<file path="src/hdl/acs_defines.svh">
`ifndef ACS_DEFINES_SVH
`define ACS_DEFINES_SVH

// register byte addresses
`define ACS_ADDR_MODE0 12'h000
`define ACS_ADDR_MODE1 12'h004
`define ACS_ADDR_CHSEL 12'h008
`define ACS_ADDR_RES10 12'h00C
`define ACS_ADDR_RES8 12'h010
`define ACS_ADDR_ULIM 12'h014
`define ACS_ADDR_LLIM 12'h018
`define ACS_ADDR_STAT 12'h01C

// mode register 0 fields
`define ACS_M0_ENABLE 0
`define ACS_M0_START 7
`define ACS_M0_HWMODE 1
`define ACS_M0_ONESHOT 2
// mode register 1 fields
`define ACS_M1_TRGSEL 0
`define ACS_M1_RANGE 1
// status register fields
`define ACS_ST_BUSY 0
`define ACS_ST_HWSTBY 1
`define ACS_ST_ON 2
`define ACS_ST_IRQ 3

// reset values
`define ACS_RST_ULIM 8'hFF
`define ACS_RST_LLIM 8'h00
`define ACS_RST_CNT 6'h00

// stabilization time, for reference by software
`define ACS_STAB_NS 1000
`define ACS_CLK_NS 50
`define ACS_STAB_CYC ((`ACS_STAB_NS + `ACS_CLK_NS - 1) / `ACS_CLK_NS)

`endif

</file>
<file path="src/hdl/acs_pkg.sv">
package acs_pkg;

    typedef enum logic [1:0] {
        ACS_STOP,
        ACS_STANDBY,
        ACS_HW_STANDBY,
        ACS_CONVERT
    } acs_state_t;

    typedef struct packed {
        logic psel;
        logic penable;
        logic pwrite;
        logic [11:0] paddr;
        logic [31:0] pwdata;
    } acs_apb_req_t;

    typedef struct packed {
        logic pready;
        logic pslverr;
        logic [31:0] prdata;
    } acs_apb_rsp_t;

    typedef struct packed {
        logic [9:0] res10;
        logic [7:0] res8;
    } acs_result_t;

    typedef struct packed {
        acs_state_t state;
        logic enable;
        logic start;
        logic hw_mode;
        logic one_shot;
        logic trg_sel;
        logic range_chk;
        logic [4:0] chan;
        logic [7:0] ulim;
        logic [7:0] llim;
        logic [5:0] cnt;
        logic [9:0] sar;
        acs_result_t res;
        logic irq;
        logic [1:0] rtc_sync;
        logic [1:0] itv_sync;
        logic trg_prev;
        logic [9:0] ain_sync1;
        logic [9:0] ain_sync2;
        acs_apb_rsp_t rsp;
    } acs_regs_t;

endpackage

</file>
<file path="src/hdl/acs_sequencer.sv">
`timescale 1ns/1ps
`include "acs_defines.svh"

module acs_sequencer #(
    parameter int CONV_CYCLES = 12
) (
    // clock and reset
    input wire logic SYS_CLK_I,
    input wire logic RST_N_I,
    // apb slave
    input wire logic PSEL_I,
    input wire logic PENABLE_I,
    input wire logic PWRITE_I,
    input wire logic [11:0] PADDR_I,
    input wire logic [31:0] PWDATA_I,
    output logic PREADY_O,
    output logic PSLVERR_O,
    output logic [31:0] PRDATA_O,
    // trigger sources and analog sample
    input wire logic RTC_EVENT_TRIGGER_I,
    input wire logic INTERVAL_TIMER_TRIGGER_I,
    input wire logic [9:0] ANALOG_SAMPLE_I,
    // converter side
    output logic [4:0] CHANNEL_O,
    output logic CONVERTING_O,
    output logic CONVERTER_ON_O,
    output logic CONVERSION_END_IRQ_O
);
    import acs_pkg::*;

    acs_regs_t r_reg;
    acs_regs_t r_next;
    acs_apb_req_t req;
    logic wr_access;
    logic rd_access;
    logic wr_mode0;
    logic wr_chsel;
    logic trg_level;
    logic trg_event;
    logic conv_done;
    logic in_range;
    logic [9:0] sample_val;
    logic new_start;
    logic new_enable;
    logic restart;

    assign req = '{psel: PSEL_I, penable: PENABLE_I, pwrite: PWRITE_I,
                   paddr: PADDR_I, pwdata: PWDATA_I};

    always_comb begin
        r_next = r_reg;
        // apb answers in the access phase's second cycle, one wait state
        wr_access = req.psel && req.penable && req.pwrite && !r_reg.rsp.pready;
        rd_access = req.psel && !req.penable && !req.pwrite;
        wr_mode0 = wr_access && (req.paddr == `ACS_ADDR_MODE0);
        wr_chsel = wr_access && (req.paddr == `ACS_ADDR_CHSEL);
        new_enable = r_reg.enable;
        new_start = r_reg.start;
        restart = 1'b0;
        sample_val = r_reg.ain_sync2;
        in_range = 1'b1;

        // pins pass two flops before use
        r_next.rtc_sync = {r_reg.rtc_sync[0], RTC_EVENT_TRIGGER_I};
        r_next.itv_sync = {r_reg.itv_sync[0], INTERVAL_TIMER_TRIGGER_I};
        r_next.ain_sync1 = ANALOG_SAMPLE_I;
        r_next.ain_sync2 = r_reg.ain_sync1;
        trg_level = r_reg.trg_sel ? r_reg.itv_sync[1] : r_reg.rtc_sync[1];
        r_next.trg_prev = trg_level;
        trg_event = trg_level && !r_reg.trg_prev;

        r_next.rsp.pready = req.psel && req.penable && !r_reg.rsp.pready;
        r_next.irq = 1'b0;

        if (wr_access) begin
            case (req.paddr)
                `ACS_ADDR_MODE0: begin
                    new_enable = req.pwdata[`ACS_M0_ENABLE];
                    new_start = req.pwdata[`ACS_M0_START] && new_enable;
                    r_next.hw_mode = req.pwdata[`ACS_M0_HWMODE];
                    r_next.one_shot = req.pwdata[`ACS_M0_ONESHOT];
                end
                `ACS_ADDR_MODE1: begin
                    r_next.trg_sel = req.pwdata[`ACS_M1_TRGSEL];
                    r_next.range_chk = req.pwdata[`ACS_M1_RANGE];
                end
                `ACS_ADDR_CHSEL: r_next.chan = req.pwdata[4:0];
                `ACS_ADDR_ULIM: r_next.ulim = req.pwdata[7:0];
                `ACS_ADDR_LLIM: r_next.llim = req.pwdata[7:0];
                // results and status are read only; unmapped writes dropped
                default: ;
            endcase
        end
        if (rd_access) begin
            r_next.rsp.prdata = '0;
            case (req.paddr)
                `ACS_ADDR_MODE0: begin
                    r_next.rsp.prdata[`ACS_M0_ENABLE] = r_reg.enable;
                    r_next.rsp.prdata[`ACS_M0_START] = r_reg.start;
                    r_next.rsp.prdata[`ACS_M0_HWMODE] = r_reg.hw_mode;
                    r_next.rsp.prdata[`ACS_M0_ONESHOT] = r_reg.one_shot;
                end
                `ACS_ADDR_MODE1: begin
                    r_next.rsp.prdata[`ACS_M1_TRGSEL] = r_reg.trg_sel;
                    r_next.rsp.prdata[`ACS_M1_RANGE] = r_reg.range_chk;
                end
                `ACS_ADDR_CHSEL: r_next.rsp.prdata[4:0] = r_reg.chan;
                // 10-bit result left aligned in a 16-bit field
                `ACS_ADDR_RES10: r_next.rsp.prdata[15:6] = r_reg.res.res10;
                `ACS_ADDR_RES8: r_next.rsp.prdata[7:0] = r_reg.res.res8;
                `ACS_ADDR_ULIM: r_next.rsp.prdata[7:0] = r_reg.ulim;
                `ACS_ADDR_LLIM: r_next.rsp.prdata[7:0] = r_reg.llim;
                `ACS_ADDR_STAT: begin
                    r_next.rsp.prdata[`ACS_ST_BUSY] = (r_reg.state == ACS_CONVERT);
                    r_next.rsp.prdata[`ACS_ST_HWSTBY] = (r_reg.state == ACS_HW_STANDBY);
                    r_next.rsp.prdata[`ACS_ST_ON] = (r_reg.state != ACS_STOP);
                    r_next.rsp.prdata[`ACS_ST_IRQ] = r_reg.irq;
                end
                default: ;
            endcase
        end
        // error decided in setup, so it never sticks to a later transfer
        if (req.psel && !req.penable) begin
            r_next.rsp.pslverr = !(req.paddr inside {`ACS_ADDR_MODE0,
                `ACS_ADDR_MODE1, `ACS_ADDR_CHSEL, `ACS_ADDR_RES10, `ACS_ADDR_RES8,
                `ACS_ADDR_ULIM, `ACS_ADDR_LLIM, `ACS_ADDR_STAT});
        end

        r_next.enable = new_enable;
        r_next.start = new_start;
        conv_done = (r_reg.state == ACS_CONVERT) &&
                    (r_reg.cnt == 6'(CONV_CYCLES - 1));
        // compare upper eight result bits with limits
        if (r_reg.range_chk) begin
            in_range = (sample_val[9:2] <= r_reg.ulim) &&
                       (sample_val[9:2] >= r_reg.llim);
        end

        case (r_reg.state)
            ACS_STOP: begin
                // enable only powers up to standby
                if (new_enable) begin
                    r_next.state = ACS_STANDBY;
                end
            end
            ACS_STANDBY, ACS_HW_STANDBY: begin
                if (!new_enable && !new_start) begin
                    r_next.state = ACS_STOP;
                end else if (!new_start) begin
                    r_next.state = ACS_STANDBY;
                end else if (!r_reg.hw_mode || r_next.hw_mode == 1'b0) begin
                    if (!r_next.hw_mode) begin
                        restart = 1'b1;
                    end else begin
                        r_next.state = ACS_HW_STANDBY;
                    end
                end else if (trg_event) begin
                    restart = 1'b1;
                end else begin
                    r_next.state = ACS_HW_STANDBY;
                end
            end
            ACS_CONVERT: begin
                if (!new_start) begin
                    r_next.state = new_enable ? ACS_STANDBY : ACS_STOP;
                end else if ((wr_mode0 && req.pwdata[`ACS_M0_START]) || wr_chsel) begin
                    // abort and restart, partial data dropped
                    restart = 1'b1;
                end else if (r_reg.hw_mode && trg_event) begin
                    // trigger restarts; software mode ignores it
                    restart = 1'b1;
                end else if (conv_done) begin
                    if (in_range) begin
                        r_next.res.res10 = sample_val;
                        r_next.res.res8 = sample_val[9:2];
                        r_next.irq = 1'b1;
                    end
                    if (!r_reg.one_shot) begin
                        restart = 1'b1;
                    end else if (!r_reg.hw_mode) begin
                        r_next.start = 1'b0;
                        r_next.state = ACS_STANDBY;
                    end else begin
                        // start stays 1, wait next trigger
                        r_next.state = ACS_HW_STANDBY;
                    end
                end else begin
                    r_next.cnt = r_reg.cnt + 6'h01;
                end
            end
            default: r_next.state = ACS_STOP;
        endcase

        if (restart) begin
            r_next.state = ACS_CONVERT;
            r_next.cnt = `ACS_RST_CNT;
        end
        r_next.sar = (r_next.state == ACS_CONVERT) ? sample_val : r_reg.sar;
    end

    always_ff @(posedge SYS_CLK_I or negedge RST_N_I) begin
        if (!RST_N_I) begin
            r_reg <= '0;
            r_reg.state <= ACS_STOP;
            r_reg.ulim <= `ACS_RST_ULIM;
            r_reg.llim <= `ACS_RST_LLIM;
            r_reg.cnt <= `ACS_RST_CNT;
        end else begin
            r_reg <= r_next;
        end
    end

    assign PREADY_O = r_reg.rsp.pready;
    assign PSLVERR_O = r_reg.rsp.pslverr && r_reg.rsp.pready;
    assign PRDATA_O = r_reg.rsp.prdata;
    assign CHANNEL_O = r_reg.chan;
    assign CONVERTING_O = (r_reg.state == ACS_CONVERT);
    assign CONVERTER_ON_O = (r_reg.state != ACS_STOP);
    assign CONVERSION_END_IRQ_O = r_reg.irq;

endmodule // acs_sequencer

</file>
<file path="config.mk">
export PLATFORM = sky130hd
export DESIGN_NAME = acs_sequencer
export DESIGN_NICKNAME = d
export VERILOG_FILES = /design/src/hdl/acs_pkg.sv /design/src/hdl/acs_sequencer.sv
export VERILOG_INCLUDE_DIRS = /design/src /design/src/hdl
export SDC_FILE = /design/constraint.sdc
export NUM_CORES = 1
export LEC_CHECK = 0
export ABC_AREA = 0
export BUFFER_PORTS_ARGS = -buffer_cell sky130_fd_sc_hd__buf_2
export CORE_UTILIZATION = 45
export CTS_BUF_LIST = sky130_fd_sc_hd__clkbuf_8
export DETAILED_ROUTE_END_ITERATION = 7
export PLACE_DENSITY = 0.74
export SETUP_SLACK_MARGIN = 0.5
export SLEW_MARGIN = 10
export SYNTH_ARGS = -nofsm -noshare
export SYNTH_HDL_FRONTEND = slang
export SYNTH_SLANG_ARGS = --single-unit
</file>
<file path="constraint.sdc">
create_clock -name SYS_CLK_I -period 6.5 [get_ports SYS_CLK_I]
set_input_delay 1.3 -clock SYS_CLK_I [delete_from_list [all_inputs] [get_ports SYS_CLK_I]]
set_output_delay 1.3 -clock SYS_CLK_I [all_outputs]
set_load 0.1 [all_outputs]
</file>
==> reports/results.ini, run 1 <==
[cells_and_area]
final_layout_size_suffix_gt1_frac = 0.272
largest_register_ffs = 44
insertedDiodeCount = 0
fin_cells = 581
num-fill-cells = 878
final_area_um2 = 4870
final_net_count = 525
synthToLayoutAreaGrowth_pct = 8.22

[yosys]
synth.yosys.seq_area_share = 0.497
synth_top_family_by_area = simple AND/OR/NAND/NOR gates
yosys.area_share.xor_xnor = 0.00972
yosys_warnings = 0
synth_edf_count = 0
post-synth-top-area-fraction = 0.450
synthCells = 407
synth.cells.most_frequent = dfrtp_1 (81), nand2_1 (39), buf_4 (37)
synth_ff_type = dfrtp_1
share_of_cell_area_taken_by_muxes_after_synthesis = 0.0900
syn_area_um2 = 4500
yosysUniqueCellTypes = 62
yosysMostFrequentCell = dfrtp_1
yosysTopAreaCell = dfrtp_1
post_synth_adder_cell_area = 0.0583
yosys_register_bits = 89
synth_simple_gate_area_frac = 0.127
async_flop_share = 1.00
ys_top_cells_by_area = dfrtp_1 (45%), buf_4 (6.2%), ha_1 (5.8%), dfstp_2 (4.7%), mux2_2 (4.0%)
synth_compound_area_frac = 0.120
syn-mean-instance-area_um2 = 11.1

[global_route]
globalRouteTotalUtil = 0.182
grt_overflow_total = 0
antenna_found_initial = 0
vias_in_the_first_global_route = 2951
grt_first_pass_wirelength_mm = 14.6
pin_count_of_the_biggest_net_entering_global_routing = 90

[flow_run]
maxCapViolations = 0

[placed_design]
numPlacedInstances = 565
placement.io_buffers = 62
post_detailed_placement_half_perimeter_wirelength_mm = 6.64
place_congestion = 0.873
detailed_place.area_um2 = 4690

[worst_setup_path]
slowest_stage = and2_0
cp_top_family = simple AND/OR/NAND/NOR gates
path_length_in_cells_of_the_critical_path = 6
rrSetupSlack_ns = 3.76
path_cells = buf_2, nor4_4, nand3_2, nor3_2, and2_0, mux2_2
critical_path.endpoint_type = register
worst_r2r_path_depth = 9
combined_buffer_and_inverter_count_along_the_critical_path = 1
timing_worst_setup_path_type = input pin to register
cp_data_arrival_time_ns = 3.67
rr_startpoint = r_reg[103]
worstPathRequired_ns = 6.75
worst_path_largest_cell_delay_ns = 0.62
critical_path.reg2reg.endpoint = r_reg[70]
start_kind = input pin
cp_max_fo = 15

[status]
failed_checks = DRC
status = finished with violations

[clock_tree]
post_cts_resized = 0
postCtsSetupRepairBufs = 0
buffer_depth_of_the_longest_clock_path = 2
tritoncts_num_sinks = 89
clock-root-buffer = clkbuf_8
cts.reportedPaths.clkPinSlew_ns = 0.09
holdBufCountCts = 0
tritoncts = yes
tritoncts.num_buffers = 9
cts_htree_levels = 3
clock_insertion_delay_worst_skew_ns = 0.37

[sta]
final_clock_skew_ns = 0.0134
setup_viol = 0
period_minus_slack_ns = 3.42
hold_viol = 0
max-slew-margin-rel = 0.297
finalMaxSlewViolations = 0
grt_setup_unrepaired = no
timing.setup.tns_ns = 0
worstMarginPinSlew_ns = 1.05
timing.fmax_mhz = 293
layout_worst_path_cycle_share = 0.526

[drt]
drt_first_iter_violations = 199
route.vias.total = 3021
vias_per_cell = 5.20
drt_pre_antenna_iters = 6
ant_nets = 0
post_drt_wl_per_cell_um = 15.4
detail_route.wirelength_mm = 8.95
post-route-drc-count = 1

[die]
core_um2 = 9730
starting_density_of_the_core = 0.463
ios = 103
die_height_um = 102
die-area_um2 = 10400
die_w_um = 102
row_count = 36

[hold_path]
hp-class = register to register
hold_path_startpoint = r_next[34]
hold_depth = 0
whs_endpoint = sample_val[0]

[power_and_ir_drop]
leakage_nw = 2.48
vdd_drop_max_v = 0.0000857
p_per_area_nw_per_um2 = 225
finalPower_mw = 1.09

## through the flow
stage	setup WS, ns	hold slack [ns]	util
finish	3.08	0.355	0.501
floorplan	3.41	0.331	-
global route	2.92	0.366	0.501
global placement	2.76	0.335	0.482
detailed placement	2.72	0.335	0.482
CTS	3.10	0.357	0.501
## kinds of logic (layout without fill, tap and decap cells)
logic type | Yosys count | in the layout
other cells | 1 | 16
flops | 89 | 89
compound gates | 77 | 77
buf+inv | 75 | 101
mux | 34 | 34
simple gates | 105 | 105
fa+ha+maj | 21 | 21
xor+xnor | 5 | 5
## per-layer routing
layer	vias to the layer above	routed length, µm	GRT usage
met5	-	0	0
met4	0	174	0.0714
met3	16	505	0.0417
met2	118	4180	0.294
met1	1434	4090	0.238
li1	1453	-	-
## layout make-up
| type | instances | area [µm²] | share of cell area |
|---|---|---|---|
| multi-input cells | 258 | 1880 | 0.386 |
| flip-flops and latches | 89 | 2240 | 0.459 |
| clock inverters | 7 | 65.1 | 0.0133 |
| repair buffers | 62 | 313 | 0.0642 |
| inverters | 23 | 86.3 | 0.0177 |
| well taps | 133 | 166 | 0.0341 |
| clock buffers | 9 | 124 | 0.0254 |
## cells in the final DEF (no fill, tap or decap), drive strengths merged, types with 4 or more instances in the layout
cell type	netlist	final
o21ai	30	30
clkbuf	9	9
nor4	5	5
dfrtp	81	81
a21oi	9	9
nor3	6	6
conb	1	16
nand2	39	39
a221oi	5	5
nand4	4	4
nor2	18	18
and2	4	4
inv	23	25
mux2	25	25
ha	21	21
mux2i	9	9
nand3	8	8
dfstp	8	8
xor2	4	4
and3	4	4
buf	43	62
a22o	11	11
## report_power, final
part	internal, mW	switching [mW]	total, mW
clock network	0.146	0.215	0.361
registers	0.566	0.00769	0.574
logic	0.0352	0.124	0.159
total	0.747	0.347	1.09
## how the worst max path moves through the flow
| stage | from | end | slack (ns) |
|---|---|---|---|
| after global placement | PADDR_I[9] | r_reg[70] | 2.76 |
| after global routing | PADDR_I[9] | r_reg[94] | 2.92 |
| after detailed placement | PADDR_I[5] | r_reg[71] | 2.72 |
| after CTS | PADDR_I[5] | r_reg[94] | 3.10 |
| after floorplan | PREADY_O | PSLVERR_O | 3.41 |
| final | PADDR_I[9] | r_reg[94] | 3.08 |
No activity file was read; power rests on OpenSTA's default activity.
==> inputs of run 2 (changes only) <==
PLACE_DENSITY = 0.77   (was 0.74)
clock period = 2.92 ns   (was 6.5 ns; I/O delays follow)
==> reports/results.ini, run 2 (synthesis results as in run 1) <==
[worst_setup_path]
cp_data_arrival_time_ns = 2.60
timing_worst_setup_path_type = register to register
start_kind = register
cp_max_fo = 6
critical_path.endpoint_type = register
worstPathRequired_ns = 3.18

[sta]
timing.fmax_mhz = 428
timing.setup.tns_ns = 0
final_clock_skew_ns = 0.0143
hold_viol = 0
setup_viol = 0
finalMaxSlewViolations = 0
grt_setup_unrepaired = no
hold_slack_ns = 0.216
layout_worst_path_cycle_share = 0.801
period_minus_slack_ns = 2.34
worstMarginPinSlew_ns = 0.604
max-slew-margin-rel = 0.598

[power_and_ir_drop]
switching_share = 0.289
p_per_area_nw_per_um2 = 503
leakage_nw = 2.61
internal_power_mw = 1.83
power.switching_uw = 743
power.sequential.fraction = 0.498
comb_power_share = 0.143
finalPower_mw = 2.57
clkPwrFrac = 0.360
vdd_drop_max_v = 0.000187

[clock_tree]
tritoncts = yes
cts_htree_levels = 3
clock_insertion_delay_worst_skew_ns = 0.36
clock-root-buffer = clkbuf_8
buffer_depth_of_the_longest_clock_path = 2
holdBufCountCts = 0
cts.reportedPaths.clkPinSlew_ns = 0.10
tritoncts_num_sinks = 89
tritoncts.num_buffers = 9

[placed_design]
post_detailed_placement_half_perimeter_wirelength_mm = 6.82
placement.io_buffers = 62
detailed_place.area_um2 = 4820
place_congestion = 0.876

[die]
starting_density_of_the_core = 0.463
ios = 103
core_um2 = 9730
row_count = 36
die_w_um = 102
die_height_um = 102
die-area_um2 = 10400

[cells_and_area]
insertedDiodeCount = 0
final_area_um2 = 5110
synthToLayoutAreaGrowth_pct = 13.5
mostFrequentLayoutCell = dfrtp_1
final_util = 0.525
final_net_count = 543
most-common-layout-cells = dfrtp_1 (80), buf_2 (61), nand2_1 (39), o21ai_0 (25), inv_1 (24)
final_layout_size_suffix_gt1_frac = 0.311
largest_register_ffs = 44

[drt]
post_drt_wl_per_cell_um = 15.7
drt_pre_antenna_iters = 5
vias_per_cell = 5.15
detail_route.wirelength_mm = 9.40
post-route-drc-count = 0
route.vias.total = 3083
drt_first_iter_violations = 284
ant_nets = 0

[flow_run]
maxCapViolations = 0

[global_route]
pin_count_of_the_biggest_net_entering_global_routing = 46
grt_first_pass_wirelength_mm = 14.8
antenna_found_initial = 0
globalRouteTotalUtil = 0.188
grt_use_met2 = 0.292
groute.layer.met3.usage = 0.0335
grt_overflow_total = 0
gr-usage-met1 = 0.262
vias_in_the_first_global_route = 2950
global_route_hottest_layer = met2

[status]
status = finished, final reports clean

[hold_path]
hp-class = input pin to asynchronous set/reset pin

[run 2: cell type report]
cell class / instances / area (µm²)
Sequential cell: 89 / 2240
Timing Repair Buffer: 80 / 494
Clock buffer: 9 / 124
Fill cell: 859 / 4620
Tap cell: 133 / 166
Inverter: 23 / 86.3
Multi-Input combinational cell: 258 / 1910
Clock inverter: 7 / 93.8
[run 2: layer usage]
layer  vias up  routed length, µm
met1      1484               4400
li1       1485                  -
met4         0                111
met2       104               4480
met5         -                  0
met3        10                404
[run 2: power by group through the flow]
stage                     logic, mW  clock network [mW]  registers (mW)
after floorplan               0.279                   0            1.30
after global placement        0.359                   0            1.30
after detailed placement      0.365                   0            1.30
after CTS                     0.367               0.943            1.28
after global routing          0.395               0.988            1.28
final                         0.367               0.925            1.28
[run 2: worst max-delay path, cell delays in order (launching register included)]
cell and delay [ns]:
dfrtp_4 0.49, and4b_1 0.33, buf_6 0.14, o21ai_1 0.07, o41a_1 0.43, a21boi_4 0.18, nand3_4 0.13, buf_12 0.14
mux2_2 0.32
[run 2: repair_timing]
| item | 4_1_cts | 5_1_grt |
|---|---|---|
| gates resized for setup | 1 | 12 |
| setup buffers | 0 | 2 |
| endpoints found under the hold margin | 0 | 0 |
| gates cloned | 0 | 1 |
| endpoints found under the setup margin | 10 | 11 |
| pin swaps | 0 | 5 |
[run 2: through the flow]
stage,setup slack (ns),instances
after detailed placement,0.284,580
after CTS,0.518,596
final,0.581,599
after floorplan,0.521,422
after global routing,0.496,599
after global placement,0.336,580
[run 2: worst paths after layout]
| path | end | startpoint | depth (start not counted) | slack (ns) |
|---|---|---|---|---|
| setup / recovery | r_reg[77] | PREADY_O | 8 | 0.58 |
| hold / removal | CHANNEL_O[2] | RST_N_I | 1 | 0.22 |
| setup reg to reg | r_reg[77] | PREADY_O | 8 | 0.58 |
| hold reg to reg | r_reg[56] | r_next[56] | 0 | 0.35 |
| max in group asynchronous | r_reg[108] | RST_N_I | 2 | 1.96 |
| min in group SYS_CLK_I | r_next[58] | RTC_EVENT_TRIGGER_I | 1 | 0.32 |
==> inputs of run 3 (changes only) <==
clock period = 1.9 ns   (was 2.92 ns; I/O delays follow)
==> reports/results.ini, run 3 (synthesis results as in run 1) <==
[status]
status = finished with violations
failed_checks = setup timing

[die]
core_um2 = 9730
row_count = 36
die-area_um2 = 10400
starting_density_of_the_core = 0.463
ios = 103
die_height_um = 102
die_w_um = 102

[clock_tree]
buffer_depth_of_the_longest_clock_path = 2
tritoncts_num_sinks = 89
clock_insertion_delay_worst_skew_ns = 0.36
cts.reportedPaths.clkPinSlew_ns = 0.10
cts_htree_levels = 3
tritoncts = yes
tritoncts.num_buffers = 9
clock-root-buffer = clkbuf_8

[drt]
top_layer_used = met4
ant_nets = 0
met1Wirelength_mm = 5.41
route.vias.total = 3766
drt_first_iter_violations = 218
post-route-drc-count = 0
drt_pre_antenna_iters = 4
detailroute.wirelength.met2_mm = 7.20
detail_route.wirelength_mm = 13.7
routed-wl-met3_um = 533
post_drt_wl_per_cell_um = 19.7
vias_per_cell = 5.42

[cells_and_area]
most-common-layout-cells = dfrtp_1 (79), buf_4 (76), buf_6 (47), buf_2 (33), mux2_4 (21)
mostFrequentLayoutCell = dfrtp_1
multi_input_comb_area_um2 = 2440
synthToLayoutAreaGrowth_pct = 50.4
largest_register_ffs = 44
insertedDiodeCount = 0
final_net_count = 639
num-fill-cells = 607
seq_area_um2 = 2240
fin_cells = 695
final_layout_size_suffix_gt1_frac = 0.562

[sta]
period_minus_slack_ns = 2.36
setup_viol = 20
timing.setup.tns_ns = -7.30
finalMaxSlewViolations = 0
layout_worst_path_cycle_share = 1.24
worst_slack_ns = -0.463
final_clock_skew_ns = 0.0112
hold_slack_ns = 0.122
hold_viol = 0
timing.fmax_mhz = 423
grt_setup_unrepaired = yes

[placed_design]
numPlacedInstances = 644
post_detailed_placement_half_perimeter_wirelength_mm = 7.77
detailedPlace.worstSlack_ns = -0.481
place_congestion = 0.872
placement.io_buffers = 62

[global_route]
grt_first_pass_wirelength_mm = 18.4
vias_in_the_first_global_route = 3628
globalRouteTotalUtil = 0.232
antenna_found_initial = 0
pin_count_of_the_biggest_net_entering_global_routing = 57
grt_overflow_total = 0

[power_and_ir_drop]
comb_power_share = 0.222
finalPower_mw = 4.25
switching_share = 0.310
leakage_nw = 3.35
p_per_area_nw_per_um2 = 627
clkPwrFrac = 0.314
power.sequential.fraction = 0.464
vdd_drop_max_v = 0.000316
power.switching_mw = 1.32
internal_power_mw = 2.93

[worst_setup_path]
cp_data_arrival_time_ns = 2.61
slowest_stage = dfstp_2
worstSetupStartpoint = r_reg[103]
worstPathRequired_ns = 2.14
cp_max_fo = 11
path_cells = inv_1, ha_1, nor2b_1, o21a_1, o21ai_1, a21oi_1, o21ai_1, nand3_2, buf_12, mux2_4
timing_worst_setup_path_type = register to register
worst_path_largest_cell_delay_ns = 0.55
critical_path.endpoint_type = register
rr_startpoint = r_reg[103]
worst_path_most_repeated_cell = o21ai_1
start_kind = register

[flow_run]
maxCapViolations = 0

[hold_path]
hp-class = input pin to register
hold_path_startpoint = INTERVAL_TIMER_TRIGGER_I

-- run 3: changes by cell type in the layout (fill, tap and decap cells not counted), moves of 12 or more --
cell	previous run	this run
buf_4	15	76
buf_6	1	47
buf_2	61	33
o21ai_0	25	2
nand2_1	39	19
mux2_2	16	4
mux2_4	9	21
o21ai_2	1	13
-- run 3: timing repair --
action / 4_1_cts / 5_1_grt
gates cloned: 0 / 2
endpoints found under the setup margin: 88 / 82
pin swaps: 24 / 33
setup buffers: 17 / 15
gates resized for setup: 164 / 69
hold buffers: 1 / 0
endpoints found under the hold margin: 33 / 0
-- run 3: through the flow --
stage                     utilization  instance area, µm²
final                           0.696                6780
after global placement          0.555                5400
after global routing            0.696                6780
after CTS                       0.650                6320
after detailed placement        0.555                5400
after floorplan                     -                4700
-- run 3: final timing paths --
path | slack [ns] | depth (start not counted) | end
max | -0.46 | 10 | r_reg[69]
max reg2reg | -0.46 | 10 | r_reg[69]
min in group asynchronous | 0.53 | 3 | r_reg[120]
max in group asynchronous | 1.01 | 3 | r_reg[105]
min | 0.12 | 1 | r_next[56]
min reg2reg | 0.35 | 0 | sample_val[1]
-- run 3: metal layers --
| layer | track usage | vias to the layer above |
|---|---|---|
| li1 | - | 1681 |
| met1 | 0.298 | 1881 |
| met2 | 0.395 | 157 |
| met3 | 0.0274 | 47 |
| met4 | 0.0978 | 0 |
| met5 | 0 | - |
-- run 3: power groups by stage --
stage | registers [mW] | logic (mW) | clock network [mW]
floorplan | 2.00 | 0.469 | 0
global placement | 2.00 | 0.680 | 0
detailed placement | 2.00 | 0.694 | 0
CTS | 1.96 | 0.832 | 1.35
global route | 1.98 | 0.987 | 1.43
finish | 1.97 | 0.945 | 1.33
-- run 3: area by class of cell --
type                       count  area share
inverter                      23      0.0137
timing repair buffer         176       0.241
sequential                    89       0.331
clock buffer                   9      0.0183
tap                          133      0.0246
multi-input combinational    258       0.360
clock inverter                 7      0.0113
-- run 3: critical path, delay by kind of cell, from the launching register on --
family          cells  cell delay [ns]
fa+ha+maj           1             0.29
mux                 1             0.31
simple gates        2             0.29
buf+inv             2             0.23
compound gates      4             0.60
flops               1             0.55
